File: config.mk
export PLATFORM = sky130hd
export DESIGN_NAME = scsc_control_port
export DESIGN_NICKNAME = d
export VERILOG_FILES = /design/src/pkg/scsc_pkg.sv /design/src/hdl/scsc_control_port.sv /design/src/hdl/scsc_sync.sv /design/src/hdl/scsc_deglitch.sv
export SDC_FILE = /design/constraint.sdc
export NUM_CORES = 1
export LEC_CHECK = 0
export BUFFER_PORTS_ARGS = -buffer_cell sky130_fd_sc_hd__buf_2
export CAP_MARGIN = 20
export CORE_MARGIN = 2
export CORE_UTILIZATION = 50
export DETAILED_ROUTE_END_ITERATION = 10
export PLACE_DENSITY = 0.69
export SYNTH_ARGS = -nofsm -noshare
export SYNTH_HDL_FRONTEND = slang
export SYNTH_SLANG_ARGS = --single-unit
File: constraint.sdc
create_clock -name sys_clk_in -period 1.8 [get_ports sys_clk_in]
set_clock_uncertainty 0.1 [all_clocks]
set_input_delay 0 -clock sys_clk_in [delete_from_list [all_inputs] [get_ports sys_clk_in]]
set_output_delay 0 -clock sys_clk_in [all_outputs]
set_load 0.02 [all_outputs]
File: src/pkg/scsc_pkg.sv
/*
  scsc_pkg: constants and types for the serial clock synth control port.
  assumes: shared by the control port top and its deglitch helper.
*/
package scsc_pkg;

  // control word geometry; index 0 holds serial bit 1
  localparam int WORD_W = 47;

  // single-bit field positions
  localparam int IDX_DIFFERENTIAL_OUT_LARGE = 0;
  localparam int IDX_EXT_REF    = 1;
  localparam int IDX_LOAD_STOP  = 4;
  localparam int IDX_PCLK_HOLD  = 5;
  localparam int IDX_DIFFERENTIAL_OUT_LOW   = 6;
  localparam int IDX_CP_HIGH    = 7;
  localparam int IDX_CP_INVERT  = 8;
  localparam int IDX_CP_HIZ     = 9;
  localparam int IDX_OSC_OFF    = 10;
  localparam int IDX_EXT_OSC    = 11;
  localparam int IDX_OSC_RESET  = 12;

  // multi-bit fields, low index and width
  localparam int IDX_FILTER_LO = 2;
  localparam int FILTER_W      = 2;
  localparam int IDX_MUX_LO    = 13;
  localparam int MUX_W         = 2;
  localparam int IDX_P_LO      = 15;
  localparam int P_W           = 4;
  localparam int IDX_L_LO      = 19;
  localparam int L_W           = 4;
  localparam int IDX_R_LO      = 23;
  localparam int R_W           = 10;
  localparam int IDX_N_LO      = 33;
  localparam int N_W           = 14;

  // span watched by the deglitcher: mux select and p modulus
  localparam int IDX_GLITCH_LO = 13;
  localparam int GLITCH_W      = 6;

  // power-up field values
  localparam logic [N_W-1:0] N_RESET   = 14'h0078;
  localparam logic [R_W-1:0] R_RESET   = 10'h014;
  localparam logic [L_W-1:0] L_RESET   = 4'h3;
  localparam logic [P_W-1:0] P_RESET   = 4'h3;
  localparam logic [MUX_W-1:0] MUX_RESET = 2'h0;
  localparam logic OSC_RESET_RESET       = 1'b1;
  localparam logic [11:0] LOW_BITS_RESET = 12'h000;

  localparam logic [WORD_W-1:0] WORD_RESET = {N_RESET, R_RESET, L_RESET,
    P_RESET, MUX_RESET, OSC_RESET_RESET, LOW_BITS_RESET};

  // cycles the pixel clock outputs stay frozen after a source change
  localparam int DEGLITCH_CYCLES = 64;
  localparam int DEGLITCH_CNT_W  = 8;

  // serial strobe phase
  typedef enum logic [1:0] {
    SCSC_PH_HIGH = 2'b01,
    SCSC_PH_LOW  = 2'b10
  } scsc_phase_t;

endpackage : scsc_pkg

File: src/hdl/scsc_control_port.sv
/*
  scsc_control_port: serial strobe port, shift register and shadow
  register holding the synthesizer control word, with field outputs.
  assumes: strobe, request, direction and data pins are asynchronous and
  change slowly against sys_clk_in; the data pin is resolved outside.
*/
// Operation
// - write: request low till last bit, then high loads the shadow
// - pll starts relocking as soon as the shadow is loaded
// - read: direction high; request on first bit refreshes shift reg
// - a read never changes shadow, settings or clocks
// - read bit shown after strobe falls, shifted on strobe rise
// - all multi-bit fields travel least significant bit first
// - bit 1 picks large or small differential swing, power-up small
// - bit 2 picks crystal or external reference, power-up crystal
// - bits 4:3 pick loop filter, external after power-up
// - bit 5 stops load clock and divider; gate pin gates output only
// - bit 6 holds pixel clock low, bit 7 drops differential outputs
// - bit 8 picks charge pump current, low current after power-up
// - bit 9 inverts charge pump polarity, normal after power-up
// - bit 10 floats charge pump, bit 11 disables oscillator
// - bit 12 enables the external oscillator path
// - bit 13 clamps oscillator in reset, set after power-up
// - bits 15:14 select output clock source, crystal half first
// - bits 16-19 hold p modulus minus one, power-up three
// - bits 20-23 hold load modulus minus one, power-up three
// - bits 24-33 hold reference modulus, power-up 20, never zero
// - bits 34-47 hold feedback modulus, power-up 120, never 0 or 1
// - shadow takes every setting from the shift reg in one cycle
// - change of bits 14-19 freezes and restarts the pixel clocks
`timescale 1ns/100ps
module scsc_control_port #(
  parameter int FREEZE_CYCLES = scsc_pkg::DEGLITCH_CYCLES
) (
  input  wire logic                       sys_clk_in,
  input  wire logic                       rst_in,
  input  wire logic                       chip_select_strobe_in,
  input  wire logic                       xfer_request_in,
  input  wire logic                       read_not_write_in,
  input  wire logic                       serial_data_in,
  output logic                            serial_data_out,
  output logic                            serial_data_oe_out,
  input  wire logic                       load_clock_gate_pin_in,
  output logic                            differential_out_large_swing_out,
  output logic                            ext_ref_select_out,
  output logic [scsc_pkg::FILTER_W-1:0]   loop_filter_sel_out,
  output logic                            load_clock_stop_out,
  output logic                            load_clock_gate_out,
  output logic                            pixel_clock_hold_out,
  output logic                            differential_out_out_low_out,
  output logic                            cp_high_current_out,
  output logic                            cp_invert_out,
  output logic                            cp_hiz_out,
  output logic                            osc_disable_out,
  output logic                            external_osc_path_on_out,
  output logic                            osc_reset_bit_out,
  output logic [scsc_pkg::MUX_W-1:0]      clock_mux_sel_out,
  output logic [scsc_pkg::P_W-1:0]        p_modulus_m1_out,
  output logic [scsc_pkg::L_W-1:0]        l_modulus_m1_out,
  output logic [scsc_pkg::R_W-1:0]        r_modulus_out,
  output logic [scsc_pkg::N_W-1:0]        n_modulus_out,
  output logic                            pll_relock_out,
  output logic                            pclk_freeze_out
);
  import scsc_pkg::*;

  typedef struct packed {
    logic [WORD_W-1:0] shift;
    logic [WORD_W-1:0] shadow;
    scsc_phase_t       phase;
    logic              req;
    logic              rd;
    logic              dout;
    logic              relock;
    logic              restart;
  } scsc_state_t;

  scsc_state_t state_reg;
  scsc_state_t state_next;

  logic [4:0]        pins_sync;
  logic              cs_s;
  logic              req_s;
  logic              rd_s;
  logic              din_s;
  logic              gate_s;
  logic [WORD_W-1:0] shift_in_write;
  logic [WORD_W-1:0] shift_rotate;

  // every pin level crosses two flops before use; the strobe goes in
  // inverted so a cleared synchroniser reads its idle high level
  scsc_sync #(
    .W (5)
  ) u_pin_sync (
    .sys_clk_in (sys_clk_in),
    .rst_in     (rst_in),
    .async_in   ({load_clock_gate_pin_in, serial_data_in, read_not_write_in,
                  xfer_request_in, ~chip_select_strobe_in}),
    .sync_out   (pins_sync)
  );

  assign cs_s   = ~pins_sync[0];
  assign req_s  = pins_sync[1];
  assign rd_s   = pins_sync[2];
  assign din_s  = pins_sync[3];
  assign gate_s = pins_sync[4];

  // new bits enter at the top so the first bit ends in serial bit 1
  assign shift_in_write = {din_s, state_reg.shift[WORD_W-1:1]};
  assign shift_rotate   = {state_reg.shift[0], state_reg.shift[WORD_W-1:1]};

  // strobe sequencer: latch controls on fall, act on rise
  always_comb begin
    state_next         = state_reg;
    state_next.relock  = 1'b0;
    state_next.restart = 1'b0;
    case (state_reg.phase)
      SCSC_PH_HIGH: begin
        if (!cs_s) begin
          state_next.phase = SCSC_PH_LOW;
          state_next.req   = req_s;
          state_next.rd    = rd_s;
          if (rd_s && req_s) begin
            state_next.shift = state_reg.shadow;
            state_next.dout  = state_reg.shadow[0];
          end else if (rd_s) begin
            state_next.dout = state_reg.shift[0];
          end
        end
      end
      SCSC_PH_LOW: begin
        if (cs_s) begin
          state_next.phase = SCSC_PH_HIGH;
          if (state_reg.rd) begin
            state_next.shift = shift_rotate;
          end else begin
            state_next.shift = shift_in_write;
            if (state_reg.req) begin
              state_next.shadow  = shift_in_write;
              state_next.relock  = 1'b1;
              state_next.restart =
                shift_in_write[IDX_GLITCH_LO +: GLITCH_W] !=
                state_reg.shadow[IDX_GLITCH_LO +: GLITCH_W];
            end
          end
        end
      end
      default: begin
        state_next.phase = SCSC_PH_HIGH;
      end
    endcase
  end

  // register the state; power-up defaults stand in for a reset pin
  always_ff @(posedge sys_clk_in) begin
    if (rst_in) begin
      state_reg        <= '0;
      state_reg.shift  <= WORD_RESET;
      state_reg.shadow <= WORD_RESET;
      state_reg.phase  <= SCSC_PH_HIGH;
    end else begin
      state_reg <= state_next;
    end
  end

  // pixel clock freeze after a source or p modulus change
  scsc_deglitch #(
    .CYCLES (FREEZE_CYCLES)
  ) u_deglitch (
    .sys_clk_in (sys_clk_in),
    .rst_in     (rst_in),
    .start_in   (state_reg.restart),
    .freeze_out (pclk_freeze_out)
  );

  // data pin driven from a read bit's strobe fall until the next write bit's fall
  assign serial_data_out    = state_reg.dout;
  assign serial_data_oe_out = state_reg.rd;
  assign pll_relock_out     = state_reg.relock;

  // settings taken straight from the shadow register; the load clock gate comes from the synchronised gate pin
  assign differential_out_large_swing_out = state_reg.shadow[IDX_DIFFERENTIAL_OUT_LARGE];
  assign ext_ref_select_out   = state_reg.shadow[IDX_EXT_REF];
  assign loop_filter_sel_out  =
    state_reg.shadow[IDX_FILTER_LO +: FILTER_W];
  assign load_clock_stop_out  = state_reg.shadow[IDX_LOAD_STOP];
  assign load_clock_gate_out  = gate_s;
  assign pixel_clock_hold_out = state_reg.shadow[IDX_PCLK_HOLD];
  assign differential_out_out_low_out     = state_reg.shadow[IDX_DIFFERENTIAL_OUT_LOW];
  assign cp_high_current_out  = state_reg.shadow[IDX_CP_HIGH];
  assign cp_invert_out        = state_reg.shadow[IDX_CP_INVERT];
  assign cp_hiz_out           = state_reg.shadow[IDX_CP_HIZ];
  assign osc_disable_out      = state_reg.shadow[IDX_OSC_OFF];
  assign external_osc_path_on_out =
    state_reg.shadow[IDX_EXT_OSC];
  assign osc_reset_bit_out    = state_reg.shadow[IDX_OSC_RESET];
  assign clock_mux_sel_out    =
    state_reg.shadow[IDX_MUX_LO +: MUX_W];
  assign p_modulus_m1_out     = state_reg.shadow[IDX_P_LO +: P_W];
  assign l_modulus_m1_out     = state_reg.shadow[IDX_L_LO +: L_W];
  assign r_modulus_out        = state_reg.shadow[IDX_R_LO +: R_W];
  assign n_modulus_out        = state_reg.shadow[IDX_N_LO +: N_W];

  // helpers for the checks below
  logic shift_lsb;
  logic rise_seen;
  logic fall_seen;
  assign shift_lsb = state_reg.shift[0];
  assign rise_seen = state_reg.phase == SCSC_PH_LOW && cs_s;
  assign fall_seen = state_reg.phase == SCSC_PH_HIGH && !cs_s;
  logic [GLITCH_W-1:0] glitch_span;
  assign glitch_span = state_reg.shadow[IDX_GLITCH_LO +: GLITCH_W];
endmodule : scsc_control_port

File: src/hdl/scsc_sync.sv
/*
  scsc_sync: two-flop synchroniser for a bundle of pin levels.
  assumes: inputs are asynchronous levels; clock is sys_clk_in.
*/
`timescale 1ns/100ps
module scsc_sync #(
  parameter int W = 1
) (
  input  wire logic         sys_clk_in,
  input  wire logic         rst_in,
  input  wire logic [W-1:0] async_in,
  output logic      [W-1:0] sync_out
);
  import scsc_pkg::*;

  typedef struct packed {
    logic [W-1:0] meta;
    logic [W-1:0] stable;
  } scsc_sync_state_t;

  scsc_sync_state_t state_reg;
  scsc_sync_state_t state_next;

  // first stage feeds only the second
  always_comb begin
    state_next        = state_reg;
    state_next.meta   = async_in;
    state_next.stable = state_reg.meta;
  end

  // register the state
  always_ff @(posedge sys_clk_in) begin
    if (rst_in) begin
      state_reg <= '0;
    end else begin
      state_reg <= state_next;
    end
  end

  assign sync_out = state_reg.stable;

endmodule : scsc_sync

File: src/hdl/scsc_deglitch.sv
/*
  scsc_deglitch: holds a freeze level for a fixed count after a start pulse.
  assumes: start_in is a one-cycle pulse on sys_clk_in.
*/
`timescale 1ns/100ps
module scsc_deglitch #(
  parameter int CYCLES = scsc_pkg::DEGLITCH_CYCLES
) (
  input  wire logic sys_clk_in,
  input  wire logic rst_in,
  input  wire logic start_in,
  output logic      freeze_out
);
  import scsc_pkg::*;

  typedef struct packed {
    logic [DEGLITCH_CNT_W-1:0] count;
    logic                      freeze;
  } scsc_dg_state_t;

  localparam logic [DEGLITCH_CNT_W-1:0] CNT_LOAD =
    DEGLITCH_CNT_W'(CYCLES - 1);

  scsc_dg_state_t state_reg;
  scsc_dg_state_t state_next;

  // a new start restarts the freeze window
  always_comb begin
    state_next = state_reg;
    if (start_in) begin
      state_next.count  = CNT_LOAD;
      state_next.freeze = 1'b1;
    end else if (state_reg.count != '0) begin
      state_next.count = state_reg.count - 1'b1;
    end else begin
      state_next.freeze = 1'b0;
    end
  end

  // register the state
  always_ff @(posedge sys_clk_in) begin
    if (rst_in) begin
      state_reg <= '0;
    end else begin
      state_reg <= state_next;
    end
  end

  assign freeze_out = state_reg.freeze;
endmodule : scsc_deglitch

* Word-level counts from Yosys, hierarchy flattened
Cells that the tools add are included.
Word-level totals: bits in registers 120, bits of input ports 7, output and inout bits 52, word-level logic and storage cells 54
Operators by class: add/subtract/negate cells 1, equal/unequal tests 7, muxes and demuxes 15, bitwise gates (word level) 5, reduce and logical (&&, ||, !) cells 13
Operators by type and width (number):
- $mux 47 | 5
- $mux 96 | 1
- $pmux 47 s2 | 1
- $reduce_and 4->1 | 2
- $reduce_bool 8->1 | 1
- $sub 8x1->8 const B | 1
- $mux 7 | 1
- $mux 6 | 1
- $ne 2x2->1 const B | 3
- $ne 6x6->1 | 1
- $reduce_bool 2->1 | 3
- $mux 5 | 1
- $not 1->1 | 5
- $reduce_or 5->1 | 1
- $pmux 2 s2 | 1
- $reduce_and 2->1 | 2
- $reduce_or 4->1 | 1
- $mux 1 | 3
- $reduce_and 3->1 | 1
- $eq 2x1->1 const B | 1
- $eq 2x2->1 const B | 1
- $mux 2 | 1
- $ne 2x1->1 const B | 1
- $reduce_or 2->1 | 1
- $logic_and 1x1->1 | 1

* Logic depth before layout (Yosys ltp)
Gate-level depths: netlist of run 1.
word-level depth 4, mapped depth 6, mapped depth without buffers 5

* By module
Synthesis of run 1 repeated with hierarchy kept, for this count alone.
Second synthesis, totals: cell total of the unflattened synthesis 655, area, all modules 5677.9 µm²
Modules (own cells, without submodules):
- scsc_control_port | instances 1, cells each 581, area each 4949.7 µm²
- scsc_deglitch | instances 1, cells each 54, area each 465.4 µm²
- scsc_sync | instances 1, cells each 20, area each 262.8 µm²

* Worst setup path before layout of run 1
OpenSTA, ideal clock, no wires.
path kind reg-to-reg, from reg u_deglitch.state_reg[1] in the netlist's numbering, to reg u_deglitch.state_reg[7] in the netlist's numbering, setup time 0.086 ns, data arrival time 1.623 ns, required time 1.614 ns, setup slack -0.009 ns, stages on the path, launching flop included 7, buffers on the path 1, period minus slack after synthesis 1.809 ns, cell sequence dfxtp_1 -> inv_1 -> ha_1 -> or3b_1 -> buf_1 -> or4b_1 -> a211oi_1
Between the ends: word-level cells in the longest chain between the ends 1, elaborated cells between the ends (all ways) 2, classes of those cells add/sub: 1; reduce/logical: 1
Ends and longest elaborated chain:
- from (decl) | RTL line scsc_deglitch.sv:24 | scsc_dg_state_t state_reg;
- from (signal assigned) | RTL line scsc_deglitch.sv:45 | state_reg <= state_next;
- $sub 8x1->8 or $reduce_bool 8->1 (tied branches) | RTL line scsc_deglitch.sv:34, scsc_deglitch.sv:33
Several ways; a longest one is shown, not always the timed one. A chain may end at the register's enable or synchronous reset.

* Worst setup path in the final report of run 1
from reg u_deglitch.state_reg[4] in the netlist's numbering, to reg u_deglitch.state_reg[7] in the netlist's numbering
The elaborated chain is that of the path after synthesis.

==> results of run 1 <==
==> worst paths after layout <==
path / from / to / slack (ns) / cells after the start
setup / recovery: u_deglitch.state_reg[4] / u_deglitch.state_reg[7] / 0.05 / 3
hold / removal: chip_select_strobe_in / u_pin_sync.state_next[0] / 0.09 / 3
setup reg to reg: u_deglitch.state_reg[4] / u_deglitch.state_reg[7] / 0.05 / 3
hold reg to reg: u_pin_sync.state_next[2] / u_pin_sync.sync_out[2] / 0.33 / 1
==> cell usage in the layout (no fill, tap or decap), types with 16 or more instances in the layout <==
cell type,instances
dfxtp_1,116
buf_2,58
a21oi_1,49
a221o_1,41
o21ai_0,38
buf_4,37
nand3_1,36
and2_1,31
clkbuf_16,16
==> per-stage QoR <==
step | setup TNS, ns | hold slack (ns)
3_5_place_dp | -0.0982 | 0.0748
5_1_grt | -0.0102 | 0.0714
3_3_place_gp | 0 | 0.0770
4_1_cts | 0 | 0.0638
2_1_floorplan | 0 | -0.0333
6_report | 0 | 0.0908
==> cell type report <==
class	count	area [sq um]
fill	866	3690
inverter	5	18.8
timing repair buffer	102	648
tap	133	166
clock buffer	23	487
sequential	120	2410
clock inverter	8	118
multi-input combinational	317	2190
==> metal layers <==
| layer | global-route usage [%] | vias to the layer above | routed length, microns |
|---|---|---|---|
| li1 | - | 1991 | - |
| met1 | 30.5 | 2067 | 5690 |
| met2 | 35.7 | 97 | 5670 |
| met3 | 7.33 | 15 | 526 |
| met4 | 8.88 | 0 | 177 |
| met5 | 0 | - | 0 |
==> kinds of logic after synthesis <==
kind of cell	Yosys count	share of synthesized area, %
XOR/XNOR	7	1.23
adder cells (fa/ha/maj)	2	0.501
multiplexers	2	0.426
AO/OA/AOI/OAI	180	25.0
AND/OR/NAND/NOR	126	15.1
flip-flops	120	48.1
buffers and inverters	90	9.63
==> power groups by stage <==
stage               clock (mW)  combinational, mW  sequential, mW
finish                    3.44              0.737            2.83
global route              3.60              0.808            2.83
CTS                       3.48              0.609            2.81
detailed placement           0              0.594            2.86
global placement             0              0.574            2.85
floorplan                    0              0.415            2.85
==> worst max-delay path: stages (launching register included) <==
cell	delay (ns)
dfxtp_1	0.31
or4_4	0.55
or4b_4	0.50
a211oi_2	0.22
==> what timing repair did <==
item / 4_1_cts / 5_1_grt
pin swaps: 0 / 3
hold endpoints to repair: 22 / 0
setup buffers: 0 / 1
hold buffers: 6 / 0
cloned: 0 / 0
endpoints found under the setup margin: 3 / 14
resized for setup: 4 / 15
==> out/qor.yml, run 1 <==
maxCapViolCount: 0
synth_edf_count: 0
syn_nets: 536
maxSlewViolCount: 0
dieArea_sq_um: 10800
dp.cells: 670
fin_ws_ns: 0.0466
combPwrFrac_pct: 10.5
grt_pass1_wl_mm: 20.2
vias: 4170
place.gp.congestion: 0.853
synthDistinctLibCells: 44
synth-seq-area-share_pct: 48.1
cp-start-kind: "flop"
ios: 59
intPower_mw: 5.38
crit_required_ns: 2.14
slew_headroom_pct: 66.6
worst-setup-path-type: "reg2reg"
min_period_over_period_pct: 97.4
pwr-share-seq_pct: 40.4
outcome: "finished, final reports clean"
yosysTopAreaCell: "dfxtp_1"
num_antenna_cells: 0
ys_top_cells_by_area: "dfxtp_1 (48%), a221o_1 (8.2%), buf_4 (5.4%), a21oi_1 (4.9%), and2_1 (3.9%)"
clockBufferDepth: 2
leakage_nw: 2.41
wl_per_cell_microns: 17.0
min_path_type: "in2reg"
async_reset_ff_share_pct: 0
worstPathMaxFanout: 3
syn-instance-count: 527
post-route-drc-count: 0
ys_ff_latch: 120
largest_reg_flops: 46
insertion_delay_ns: 0.52
fin_area_sq_um: 6040
finalSetupViolations: 0
synth_most_common_cell: "dfxtp_1"
htree_levels: 4
arrival_ns: 2.10
antenna_left: 0
synth_commonest_cells: "dfxtp_1 (120), a21oi_1 (49), a221o_1 (41)"
fmax_mhz: 570
drt-total-wl_mm: 12.1
initial_core_util_pct: 51.3
power_frac_clock_pct: 49.1
clk_pin_slew_ns: 0.05
initialDrtViolationCount: 271
powerDensity_nw_per_um2: 1160
antenna_found_initial: 0
dp_hpwl_mm: 7.47
yosys_most_used_dff: "dfxtp_1"
grt_pass1_vias: 4030
cts_tree: "built"
core_sq_um: 9730
syn_area_per_cell_sq_um: 9.47
place_ws_ns: -0.0763
synth_top_area_share_pct: 48.1
overflow: 0
syn_area_sq_um: 4990
cts_buffers: 17
drive_above_1_share_pct: 25.9
via_per_inst: 5.89
post_dp_cell_area_sq_um: 5310
rsz0062_at_grt: "yes"
cts_sinks: 120
grt_use_total_pct: 23.2
dr.pass1.iters: 5
fin_util_pct: 62.0
area_growth_pct: 21.0
root_buffer: "clkbuf_8"
min_period_ns: 1.75
cp-end-kind: "flop"
port_buffers: 58
grt_max_degree: 33
irDropWorstVdd_v: 0.000941
hold_viol: 0
p_sw_mw: 1.62
power_mw: 7.00
fp.dieH_microns: 104
nets: 572
stdcell_count: 708
die_w_microns: 104
ys_warn_count: 0
worst_slew_pin_slew_ns: 0.497
rows: 36
p_sw_share_pct: 23.1
No activity file was read; power rests on OpenSTA's default activity.
==> run 2: changes to the inputs <==
--- a/config.mk
+++ b/config.mk
@@ -8,9 +8,10 @@
 export BUFFER_PORTS_ARGS = -buffer_cell sky130_fd_sc_hd__buf_2
 export CAP_MARGIN = 20
 export CORE_MARGIN = 2
-export CORE_UTILIZATION = 50
+export CORE_UTILIZATION = 35
 export DETAILED_ROUTE_END_ITERATION = 10
-export PLACE_DENSITY = 0.69
+export MAX_ROUTING_LAYER = met4
+export PLACE_DENSITY = 0.5
 export SYNTH_ARGS = -nofsm -noshare
 export SYNTH_HDL_FRONTEND = slang
 export SYNTH_SLANG_ARGS = --single-unit
==> run 2 against run 1 <==
Against the previous run: core utilization is 18 points lower; sequential cell count stayed put; combinational power is 7.7% lower.
==> out/qor.yml, run 2 (same netlist as run 1, synthesis figures left out) <==
outcome: "finished, final reports clean"
layout_common_cells: "dfxtp_1 (119), buf_2 (58), a21oi_1 (49)"
via_per_inst: 5.38
p_sw_mw: 1.63
post_dp_cell_area_sq_um: 5370
overflow: 0
min_period_ns: 1.75
dieArea_sq_um: 15200
intPower_mw: 5.68
finalSetupViolations: 0
worstPathMaxFanout: 5
grt_pass1_wl_mm: 20.5
drt-total-wl_mm: 12.8
hold_viol: 0
irDropWorstVdd_v: 0.000633
num_antenna_cells: 0
cts_tree: "built"
htree_levels: 4
dr.pass1.iters: 5
initial_core_util_pct: 35.9
initialDrtViolationCount: 375
fp.dieH_microns: 123
port_buffers: 58
wl_per_cell_microns: 16.8
clockBufferDepth: 2
maxSlewViolCount: 0
cts_buffers: 17
rows: 43
worst_slew_pin_slew_ns: 0.606
powerDensity_nw_per_um2: 1180
grt_use_total_pct: 18.1
arrival_ns: 1.98
crit_required_ns: 2.03
die_w_microns: 123
nets: 578
grt_max_degree: 28
min_path_type: "in2reg"
area_growth_pct: 23.5
root_buffer: "clkbuf_16"
hold_ws_ns: 0.191
p_sw_share_pct: 22.3
drive_above_1_share_pct: 25.0
leakage_nw: 2.45
slew_headroom_pct: 59.5
power_frac_clock_pct: 52.4
final_common_cell: "dfxtp_1"
ios: 59
vias: 4094
post-route-drc-count: 0
setup_tns_ns: 0
cp-start-kind: "flop"
cts_sinks: 120
insertion_delay_ns: 0.41
dp_hpwl_mm: 8.13
largest_reg_flops: 46
pwr-share-seq_pct: 38.3
worst-setup-path-type: "reg2reg"
min_period_over_period_pct: 97.3
antenna_found_initial: 0
place.gp.congestion: 0.833
grt_pass1_vias: 3809
combPwrFrac_pct: 9.3
worst-r2r-setup-slack_ns: 0.05
antenna_left: 0
fmax_mhz: 571
core_sq_um: 13900
maxCapViolCount: 0
clk_pin_slew_ns: 0.05
cp-end-kind: "flop"
fin_area_sq_um: 6160
==> run 2: worst paths after layout <==
check / from / to / cells past startpoint
worst min-delay path: chip_select_strobe_in / u_pin_sync.state_next[0] / 3
worst min register to register: u_pin_sync.state_next[2] / u_pin_sync.sync_out[2] / 1
worst max register to register: u_deglitch.state_reg[6] / u_deglitch.state_reg[8] / 3
worst max-delay path: u_deglitch.state_reg[6] / u_deglitch.state_reg[8] / 3
==> run 2: layout make-up <==
class | instances | area, sq um
clock buffer | 18 | 439
clock inverter | 13 | 226
fill | 1335 | 7720
inverter | 5 | 18.8
multi-input combinational | 317 | 2170
sequential | 120 | 2400
tap | 180 | 225
timing repair buffer | 108 | 684
==> run 2: metal layers <==
layer	vias up	track usage [%]	part of all wire, %
li1	2000	-	-
met1	1967	23.7	48
met2	116	27.3	46
met3	11	4.11	4.9
met4	0	6.82	1.3
met5	-	-	0
==> run 2: power groups by stage <==
stage	clock (mW)	combinational, mW	sequential, mW
final	3.83	0.680	2.80
after global routing	4.03	0.757	2.81
after CTS	3.91	0.663	2.79
after detailed placement	0	0.631	2.84
after global placement	0	0.624	2.84
after floorplan	0	0.415	2.85
==> run 2: critical path, cell delays in order (launching register included) <==
cell and delay [ns]:
dfxtp_1 0.30, or4_4 0.56, or4_1 0.51, a211oi_2 0.20
==> run 2: timing repair <==
item	in CTS	in global routing
setup buffers	0	5
gates resized for setup	1	7
setup endpoints to repair	1	82
pin swaps	0	0
endpoints found under the hold margin	7	0
hold buffers	6	0
==> run 2: stage by stage <==
step | power [mW] | cells | util, % | setup slack, ns
finish | 7.30 | 761 | 44.4 | 0.0479
detailed placement | 3.48 | 719 | 38.7 | 0.0286
floorplan | 3.26 | 527 | - | 0.00522
global placement | 3.47 | 719 | 38.7 | 0.0492
global route | 7.60 | 761 | 44.4 | -0.00371
CTS | 7.36 | 756 | 44.0 | 0.0204
==> run 3: changes to the inputs <==
--- a/config.mk
+++ b/config.mk
@@ -5,13 +5,13 @@
 export SDC_FILE = /design/constraint.sdc
 export NUM_CORES = 1
 export LEC_CHECK = 0
-export BUFFER_PORTS_ARGS = -buffer_cell sky130_fd_sc_hd__buf_2
 export CAP_MARGIN = 20
 export CORE_MARGIN = 2
 export CORE_UTILIZATION = 35
 export DETAILED_ROUTE_END_ITERATION = 10
+export DONT_BUFFER_PORTS = 1
 export MAX_ROUTING_LAYER = met4
-export PLACE_DENSITY = 0.5
+export PLACE_DENSITY = 0.47
 export SYNTH_ARGS = -nofsm -noshare
 export SYNTH_HDL_FRONTEND = slang
 export SYNTH_SLANG_ARGS = --single-unit
==> run 3 against run 2 <==
Against the previous run: the run now ends with negative hold slack left; fmax fell by 0.96%; clock power fell by 13%; final cell count fell by 6.4%.
==> out/qor.yml, run 3 (same netlist as run 1, synthesis figures left out) <==
outcome: "complete, but fails checks"
violations: "negative hold slack"
htree_levels: 4
post-route-drc-count: 0
fp.dieH_microns: 123
slowest_stage: "or4_4"
maxSlewViolCount: 0
cts_tree: "built"
crit_chain: "or4_4, buf_4, or2_1, a311oi_2"
insertion_delay_ns: 0.41
worstPathMaxFanout: 6
cp_slowest_stage_delay_ns: 0.57
setup_tns_ns: 0
min_period_ns: 1.77
dr.pass1.iters: 4
cp-end-kind: "flop"
area_growth_pct: 19.9
final_common_cell: "dfxtp_1"
wl_per_cell_microns: 18.3
hold_ws_ns: -0.447
clk_pin_slew_ns: 0.06
worst_slew_pin_slew_ns: 0.544
r2r-end: "u_deglitch.state_reg[2]"
largest_reg_flops: 46
holdPathEnd: "cp_high_current_out"
antenna_left: 0
leakage_nw: 2.24
worst-r2r-setup-slack_ns: 0.03
min_path_type: "in2reg"
powerDensity_nw_per_um2: 1150
root_buffer: "clkbuf_16"
port_buffers: 0
clockBufferDepth: 2
num_antenna_cells: 0
cts_buffers: 17
dieArea_sq_um: 15200
place.gp.congestion: 0.810
min_period_over_period_pct: 98.3
hold_viol: 77
min_from: "rst_in"
min_path_cells: 1
drive_above_1_share_pct: 18.8
irDropWorstVdd_v: 0.000674
stdcell_count: 712
cts_sinks: 120
rr_startpoint: "u_deglitch.state_reg[4]"
fmax_mhz: 565
maxCapViolCount: 0
worst-setup-path-type: "reg2reg"
vias: 3876
grt_max_degree: 93
crit_required_ns: 2.01
rsz0062_at_grt: "yes"
nets: 528
cts_hold_buf: 13
antenna_found_initial: 0
grt_pass1_vias: 3797
layout_common_cells: "dfxtp_1 (116), a21oi_1 (48), a221o_1 (41)"
regArea_sq_um: 2410
initialDrtViolationCount: 223
die_w_microns: 123
reg2reg_depth: 4
core_sq_um: 13900
cp-start-kind: "flop"
finalSetupViolations: 0
slew_headroom_pct: 63.7
arrival_ns: 1.98
ios: 59
rows: 43
dp_hpwl_mm: 7.98
via_per_inst: 5.44
multiInputGateArea_sq_um: 2200
grt_pass1_wl_mm: 20.8
fill_cells: 1355
grt_use_total_pct: 18.5
drt-total-wl_mm: 13.0
overflow: 0
initial_core_util_pct: 35.9
dp.cells: 663
## run 3: worst max path at each step
stage | start | endpoint | slack [ns] | cells past startpoint
floorplan | u_pin_sync.sync_out[0] | l_modulus_m1_out[0] | 0.005 | 6
CTS | state_reg[6] | state_reg[0] | -0.01 | 7
global route | u_deglitch.state_reg[4] | u_deglitch.state_reg[8] | -0.03 | 3
detailed placement | state_reg[6] | shift_in_write[31] | -0.12 | 5
global placement | state_reg[6] | shift_in_write[35] | -0.07 | 5
finish | u_deglitch.state_reg[4] | u_deglitch.state_reg[2] | 0.03 | 4
## run 3: area by class of cell
class	instances	area share (%)
clock inverters	12	2.09
well taps	180	3.77
inverters	5	0.314
repair buffers	58	9.00
flip-flops and latches	120	40.3
clock buffers	20	7.80
multi-input cells	317	36.7
## run 3: per-stage QoR
stage	util, %	setup slack (ns)	hold slack [ns]	area [sq um]	power [mW]
after global routing	43.1	-0.0349	-0.469	5980	7.18
after detailed placement	37.1	-0.115	-0.0296	5150	3.43
after floorplan	-	0.00522	-0.0333	4990	3.26
after CTS	42.6	-0.0136	-0.461	5910	6.87
after global placement	37.1	-0.0700	-0.0286	5150	3.42
final	43.1	0.0308	-0.447	5980	6.87
## run 3: repair_timing
action                     4_1_cts  5_1_grt
hold endpoints to repair        90       77
pin swaps                        1        2
resized for setup                5       16
setup endpoints to repair       47       62
setup buffers                    2        2
## run 3: layer usage
| layer | GRT usage (%) | part of all wire (%) | up-vias |
|---|---|---|---|
| li1 | - | - | 1903 |
| met1 | 24.0 | 48 | 1876 |
| met2 | 27.6 | 45 | 89 |
| met3 | 5.90 | 5.9 | 8 |
| met4 | 5.11 | 0.81 | 0 |
| met5 | - | 0 | - |
## run 3: report_power, final
| part | leakage (nW) | switching (mW) | internal (mW) |
|---|---|---|---|
| clock network | 0.288 | 1.20 | 2.13 |
| registers | 0.973 | 0.0641 | 2.74 |
| logic | 0.979 | 0.350 | 0.375 |
## run 3: worst max-delay path: cells and delay by family (launching register included)
kind / cells / cell delay, ns
AOI/OAI and AO/OA: 1 / 0.25
DFF: 1 / 0.32
and+or+nand+nor: 2 / 0.82
buffers and inverters: 1 / 0.18
